===== src/logic/osc_trim_pkg.sv =====
`default_nettype none
package osc_trim_pkg;

  // ****************************************
  // Register map
  // ****************************************
  localparam logic [7:0] ADDR_OSC_FINE_TRIM   = 8'h9E;
  localparam logic [7:0] ADDR_OSC_CONTROL     = 8'hA1;
  localparam logic [7:0] ADDR_OSC_COARSE_TRIM = 8'hA2;
  localparam logic [7:0] REG_PAGE             = 8'h0F;

  // ****************************************
  // Field positions
  // ****************************************
  localparam int EN_HI      = 7;
  localparam int EN_LO      = 6;
  localparam int SUSPEND_B  = 5;
  localparam int READY_B    = 4;
  localparam int RSVD_B     = 3;
  localparam int DIV_HI     = 2;
  localparam int COARSE_HI  = 6;
  localparam int FINE_HI    = 5;

  // ****************************************
  // Encodings and reset values
  // ****************************************
  localparam logic [1:0] EN_STOP         = 2'h0;
  localparam logic [1:0] EN_RUN          = 2'h3;
  localparam logic [1:0] EN_RESET        = 2'h3;
  localparam logic [2:0] DIV_RESET       = 3'h0;
  localparam logic [6:0] COARSE_DEFAULT  = 7'h40;
  localparam logic [5:0] FINE_DEFAULT    = 6'h20;

  // ****************************************
  // Timing
  // ****************************************
  localparam int CLK_MHZ         = 250;
  localparam int SETTLE_NS       = 40;
  localparam int SETTLE_CYCLES   = (SETTLE_NS * CLK_MHZ + 999) / 1000;
  localparam int SETTLE_W        = 4;

  typedef struct packed {
    logic [1:0] enable;
    logic       suspend;
    logic [2:0] divider;
  } osc_ctrl_t;

  typedef struct packed {
    logic [6:0] coarse;
    logic [5:0] fine;
  } osc_trim_t;

endpackage
`default_nettype wire


===== src/logic/osc_core_divider.sv =====
`default_nettype none
module osc_core_divider
  import osc_trim_pkg::*;
(
  input  wire logic       clk,       // Oscillator-rate clock.
  input  wire logic       rst_b,     // Synchronous reset, active low.
  input  wire logic       run,       // Oscillator running.
  input  wire logic [2:0] div_code,  // Post-divider code.
  output logic            tick       // One pulse per divided period.
);

  logic [6:0] count;

  function automatic logic [6:0] div_limit(input logic [2:0] code);
    div_limit = 7'((8'h80 >> code) - 8'h01);
  endfunction

  always_ff @(posedge clk) begin
    if (!rst_b) begin
      count <= 7'h00;
      tick  <= 1'b0;
    end else if (!run) begin
      count <= 7'h00;
      tick  <= 1'b0;
    end else if (count >= div_limit(div_code)) begin
      count <= 7'h00;
      tick  <= 1'b1;
    end else begin
      count <= count + 7'h01;
      tick  <= 1'b0;
    end
  end

endmodule
`default_nettype wire


===== src/logic/internal_osc_control_trim.sv =====
`default_nettype none
module internal_osc_control_trim
  import osc_trim_pkg::*;
#(
  parameter logic [6:0] CAL_COARSE = COARSE_DEFAULT,  // Factory coarse trim.
  parameter logic [5:0] CAL_FINE   = FINE_DEFAULT     // Factory fine trim.
) (
  input  wire logic       clk,          // 250 MHz clock.
  input  wire logic       rst_b,        // Synchronous reset, active low.
  input  wire logic [7:0] reg_addr,     // Register address.
  input  wire logic [7:0] reg_page,     // Register page.
  input  wire logic       reg_wr,       // Write strobe.
  input  wire logic       reg_rd,       // Read strobe.
  input  wire logic [7:0] reg_wdata,    // Write data.
  input  wire logic [3:0] port_match,   // Port 0..3 match events, async.
  input  wire logic       cmp0_enable,  // Comparator 0 enabled, async.
  input  wire logic       cmp0_out,     // Comparator 0 output, async.
  output logic [7:0]      reg_rdata,    // Read data.
  output logic            osc_run,      // Oscillator running.
  output logic            core_clock_en,// Core clock gate enable.
  output logic            core_tick,    // Divided core clock pulse.
  output logic [6:0]      trim_coarse,  // Coarse period trim to the analog cell.
  output logic [5:0]      trim_fine     // Fine period trim to the analog cell.
);

  // ****************************************
  // Registers
  // ****************************************
  osc_ctrl_t          ctrl;
  osc_trim_t          trim;
  logic               ready;
  logic [SETTLE_W-1:0] settle;
  logic [5:0]         wake_meta;
  logic [5:0]         wake_sync;
  logic               wake;
  logic               sel_page;
  logic               next_run;
  logic               div_tick;
  logic               wr_ctrl;
  logic               wr_coarse;
  logic               wr_fine;

  // ****************************************
  // Register decode
  // ****************************************
  // True when a strobe on the register page names the given register.
  function automatic logic reg_hit(input logic       strobe,
                                   input logic [7:0] page,
                                   input logic [7:0] addr,
                                   input logic [7:0] target);
    reg_hit = strobe && (page == REG_PAGE) && (addr == target);
  endfunction

  assign sel_page  = (reg_page == REG_PAGE);
  assign wr_ctrl   = reg_hit(reg_wr, reg_page, reg_addr, ADDR_OSC_CONTROL);
  assign wr_coarse = reg_hit(reg_wr, reg_page, reg_addr, ADDR_OSC_COARSE_TRIM);
  assign wr_fine   = reg_hit(reg_wr, reg_page, reg_addr, ADDR_OSC_FINE_TRIM);

  // ****************************************
  // Wake-up events
  // ****************************************
  // The wake inputs come from other clock domains, so only the second stage is read.
  // synchronised wake
  always_ff @(posedge clk) begin
    if (!rst_b) begin
      wake_meta <= 6'h00;
      wake_sync <= 6'h00;
    end else begin
      wake_meta <= {cmp0_enable, cmp0_out, port_match};
      wake_sync <= wake_meta;
    end
  end

  // Comparator 0 wakes only while it is enabled and its output is low.
  // wake decode
  assign wake = (|wake_sync[3:0]) || (wake_sync[5] && !wake_sync[4]);

  // ****************************************
  // Control register
  // ****************************************
  always_ff @(posedge clk) begin
    if (!rst_b) begin
      ctrl.enable  <= EN_RESET;
      ctrl.suspend <= 1'b0;
      ctrl.divider <= DIV_RESET;
    end else begin
      if (wr_ctrl) begin
        ctrl.enable  <= reg_wdata[EN_HI:EN_LO];
        ctrl.divider <= reg_wdata[DIV_HI:0];
      end
      // A suspend write wins over a wake in the same cycle, so the request is never lost.
      // Writing 0 leaves the bit alone; only a wake-up event clears it.
      // suspend set, wake clears
      if (wr_ctrl && reg_wdata[SUSPEND_B]) begin
        ctrl.suspend <= 1'b1;
      end else if (wake) begin
        ctrl.suspend <= 1'b0;
      end
    end
  end

  // ****************************************
  // Trim registers
  // ****************************************
  // calibrated reset
  always_ff @(posedge clk) begin
    if (!rst_b) begin
      trim.coarse <= CAL_COARSE;
      trim.fine   <= CAL_FINE;
    end else begin
      if (wr_coarse) begin
        trim.coarse <= reg_wdata[COARSE_HI:0];
      end
      if (wr_fine) begin
        trim.fine <= reg_wdata[FINE_HI:0];
      end
    end
  end

  // ****************************************
  // Oscillator state
  // ****************************************
  // enable decode
  always_comb begin
    next_run = (ctrl.enable == EN_RUN) && !ctrl.suspend;
  end

  // The counter starts full: out of reset the oscillator already runs calibrated.
  // ready after settle
  always_ff @(posedge clk) begin
    if (!rst_b) begin
      settle <= SETTLE_W'(SETTLE_CYCLES);
      ready  <= 1'b0;
    end else if (!next_run) begin
      settle <= '0;
      ready  <= 1'b0;
    end else if (settle < SETTLE_W'(SETTLE_CYCLES)) begin
      settle <= settle + SETTLE_W'(1);
      ready  <= 1'b0;
    end else begin
      ready  <= 1'b1;
    end
  end

  // ****************************************
  // Post-divider
  // ****************************************
  osc_core_divider osc_core_divider_inst (
    .clk      (clk),
    .rst_b    (rst_b),
    .run      (next_run),
    .div_code (ctrl.divider),
    .tick     (div_tick)
  );

  // ****************************************
  // Outputs
  // ****************************************
  // The core clock gate follows the oscillator; a stopped oscillator stops the core.
  // core clock gate
  always_ff @(posedge clk) begin
    if (!rst_b) begin
      osc_run       <= 1'h0;
      core_clock_en <= 1'h0;
    end else begin
      osc_run       <= next_run;
      core_clock_en <= next_run;
    end
  end

  always_ff @(posedge clk) begin
    if (!rst_b) begin
      core_tick <= 1'h0;
    end else begin
      core_tick <= div_tick;
    end
  end

  always_ff @(posedge clk) begin
    if (!rst_b) begin
      trim_coarse <= CAL_COARSE;
      trim_fine   <= CAL_FINE;
    end else begin
      trim_coarse <= trim.coarse;
      trim_fine   <= trim.fine;
    end
  end

  always_ff @(posedge clk) begin
    if (!rst_b) begin
      reg_rdata <= 8'h00;
    end else if (reg_rd && sel_page) begin
      case (reg_addr)
        ADDR_OSC_CONTROL:
          reg_rdata <= {ctrl.enable, ctrl.suspend, ready, 1'b0, ctrl.divider};
        ADDR_OSC_COARSE_TRIM:
          reg_rdata <= {1'b0, trim.coarse};
        ADDR_OSC_FINE_TRIM:
          reg_rdata <= {2'h0, trim.fine};
        default:
          reg_rdata <= 8'h00;
      endcase
    end else begin
      reg_rdata <= 8'h00;
    end
  end

endmodule
`default_nettype wire


===== config.mk =====
export PLATFORM = sky130hd
export DESIGN_NAME = internal_osc_control_trim
export DESIGN_NICKNAME = d
export VERILOG_FILES = /design/src/logic/osc_trim_pkg.sv /design/src/logic/osc_core_divider.sv /design/src/logic/internal_osc_control_trim.sv
export SDC_FILE = /design/constraint.sdc
export NUM_CORES = 1
export LEC_CHECK = 0
export BUFFER_PORTS_ARGS = -buffer_cell sky130_fd_sc_hd__buf_2
export CAP_MARGIN = 20
export CORE_ASPECT_RATIO = 0.7
export CORE_MARGIN = 2
export CORE_UTILIZATION = 45
export CTS_CLUSTER_SIZE = 25
export DETAILED_ROUTE_END_ITERATION = 10
export PLACE_DENSITY = 0.79
export SYNTH_ARGS = -nofsm -noshare
export SYNTH_HDL_FRONTEND = slang
export SYNTH_SLANG_ARGS = --single-unit

===== constraint.sdc =====
create_clock -name clk -period 3.6 [get_ports clk]
set_input_delay 0.36 -clock clk [delete_from_list [all_inputs] [get_ports clk]]
set_output_delay 0.36 -clock clk [all_outputs]
set_load 0.02 [all_outputs]

==> results.md <==
- Nature of the critical path endpoint: flop
- Worst Tran Pin Value: 0.682 ns
- Async SR Flop Fraction: 0%
- Post-DRT Antenna Nets: 0
- Max_cap viols: 0
- Worst min path class: in -> reg
- Rows: 23
- Setup crit end: osc_core_divider_inst.count[2]
- Slew headroom: 54.5%
- Status: completed
- Final min period: 2.77 ns
- DP Cell Count: 384
- Nets: 364
- Most frequent cells in the layout: dfxtp_1, buf_2, nand2_1
- Final worst slack: 0.828 ns
- Synth Register Bits: 67
- Distinct cells, synth: 45
- GRT Max-Usage Layer: met2
- Worst Path Arrival: 3.03 ns
- Total vias in the final route: 1992
- Met1 usage: 19.7%
- Area growth from synthesis to layout: 20.1%
- R2R setup slack: 0.83 ns
- Sequential share of the synthesized area: 51.1%
- CORE AREA: 5670 µm²
- Die area: 6470 µm²
- Worst r2r src: ctrl[2]
- Drt initial violations: 95
- Synth Flop Type: dfxtp_1
- WL/cell: 12.5 µm
- Max Slew Vio Count: 0
- Port-buffer cells: 57
- CTS tree: yes
- Worst-Skew Late Latency: 0.35 ns
- Antenna violations before repair: 0
- CP Launch Type: flop
- RSZ-0062 raised after global routing: false
- Post-DP HPWL: 3.73 mm
- R2R Path End: osc_core_divider_inst.count[2]
- Reg clk slew, reported paths: 0.07 ns
- Commonest non-fill, non-tap cell in the layout: dfxtp_1
- Syn. warnings: 0
- CTS buffer count: 9
- GRT overflow: 0
- GR Layer Usage met3: 8.37%
- Synthesized cell area: 2630 µm²
- Post-cts gate resize count: 0
- DR pass1 iterations: 4
- I/O Pins: 58
- Largest net degree at the start of global routing: 45
- Fmax: 361 MHz
- Crit Path Class: reg -> reg
- Routed wire length: 4.99 mm
- Clk buf depth: 2
- CP Launch Point: ctrl[2]
- Cell Count, Final, Fillers Out: 400
- Post-CTS Hold Buffers: 0
- Syn_nets: 308
- Endpoints failing setup: 0
- Period Utilization, post-route: 77.0%
- DRC Markers: 0
- Root buf cell: clkbuf_8
- Starting Density: 46.3%
- Via density: 4.98
- First-pass GRT wire length: 8.25 mm
- Ratio of cells with drive above 1 in the final layout: 25.5%
- Die W: 95.3 µm
- GP Congestion: 0.788
- Tot GR Track Use: 17.3%
- P per Cell Area: 469 nW/µm²
- Diode count: 0
- Vias in the first global route: 1875
- Final hold vios: 0
- Die extent in y: 67.9 µm
- Place WS: 0.832 ns
- Syn avg cell area: 9.95 µm²
- Critical path peak fanout: 11
- Mapped Cells: 264
- TNS Setup: 0 ns
- Setup bufs post-CTS: 0
- Worst path required time: 3.86 ns
- Clk_skew: 0.00587 ns
- P_leak: 1.47 nW
- Reg2reg path depth: 11
- # clock sinks: 67
- H-tree levels: 3
- Post-synth EDFFs: 0
- GRT met2 Usage: 27.9%
- Max VDD drop: 251 µV
==> worst min-delay path by stage <==
| stage | start | end | slack [ns] | cells after the start |
|---|---|---|---|---|
| floorplan | osc_core_divider_inst.tick | core_tick | 0.41 | 1 |
| global placement | wake_meta[3] | wake_sync[3] | 0.42 | 1 |
| CTS | port_match[3] | wake_meta[3] | 0.20 | 2 |
| global route | port_match[1] | wake_meta[1] | 0.20 | 2 |
| detailed placement | wake_meta[3] | wake_sync[3] | 0.42 | 1 |
| finish | port_match[3] | wake_meta[3] | 0.22 | 2 |
==> metal layers <==
metal  up-vias  routed length [µm]
li1       1009                   -
met1       931                2180
met2        43                2450
met3         9                 261
met4         0                  97
met5         -                   0
==> synth_stat cells (2+ instances only) <==
cell	number	area, µm²
a21oi_1	9	45.0
a22o_1	7	61.3
a22oi_1	7	52.6
a31oi_1	3	18.8
and2_1	17	106
and2_2	2	15.0
and3_1	2	12.5
buf_4	3	22.5
clkbuf_1	7	26.3
dfxtp_1	67	1340
ha_1	10	125
inv_1	17	63.8
mux2i_1	13	130
nand2_1	30	113
nand2b_1	5	31.3
nand3_1	4	20.0
nand3b_1	3	22.5
nor2_1	13	48.8
nor2b_1	3	18.8
nor3_1	8	40.0
o21ai_0	5	25.0
xnor2_1	5	43.8
xor2_1	2	17.5
==> worst max-delay path, cell delays in order (launching register included) <==
cell and delay (ns):
dfxtp_1 0.51, nand3_1 0.16, ha_1 0.27, inv_1 0.09, nand2_1 0.07, o21ai_0 0.17, a21oi_1 0.10, ha_1 0.28
and3_1 0.19, a22o_1 0.20, a311o_1 0.44, nor3_1 0.21
==> area by class of cell <==
| type | instances | area (µm²) |
|---|---|---|
| Clock buffer | 10 | 128 |
| Clock inverter | 6 | 90.1 |
| Fill cell | 507 | 2520 |
| Inverter | 17 | 63.8 |
| Multi-Input combinational cell | 167 | 1140 |
| Sequential cell | 67 | 1340 |
| Tap cell | 75 | 93.8 |
| Timing Repair Buffer | 58 | 293 |
==> power breakdown <==
part / total (mW) / switching (mW) / leakage [nW] / internal, mW
Sequential: 0.756 / 0.00438 / 0.544 / 0.751
Clock: 0.668 / 0.277 / 0.106 / 0.391
Combinational: 0.0556 / 0.0293 / 0.816 / 0.0263
Total: 1.48 / 0.311 / 1.47 / 1.17
==> state kept, by name (all words and copies together) (netlist names), 4 cells and up <==
register                     count
trim_fine                        6
settle                           4
osc_core_divider_inst.count      7
reg_rdata                        8
wake_meta                        6
trim_coarse                      7
wake_sync                        6
trim                            13
ctrl                             6
==> through the flow <==
| stage | utilization (%) | hold slack, ns | instance area [µm²] | power (mW) |
|---|---|---|---|---|
| final | 55.6 | 0.217 | 3150 | 1.48 |
| after global routing | 55.6 | 0.199 | 3150 | 1.54 |
| after CTS | 55.6 | 0.201 | 3150 | 1.49 |
| after detailed placement | 51.8 | 0.417 | 2940 | 0.829 |
| after global placement | 51.8 | 0.416 | 2940 | 0.827 |
| after floorplan | - | 0.412 | 2630 | 0.802 |
==> kinds of logic (layout without fill, tap and decap cells) <==
family	count (synthesis)	count (layout)	synth area share [%]
muxes	14	14	5.53
buffers and inverters	30	91	5.38
DFF	67	67	51.1
xor gates and xnor gates	7	7	2.33
adders and majority gates	10	10	4.76
and+or+nand+nor	99	99	21.1
AOI/OAI and AO/OA	37	37	9.81
Power figures use the tool's default switching activity.
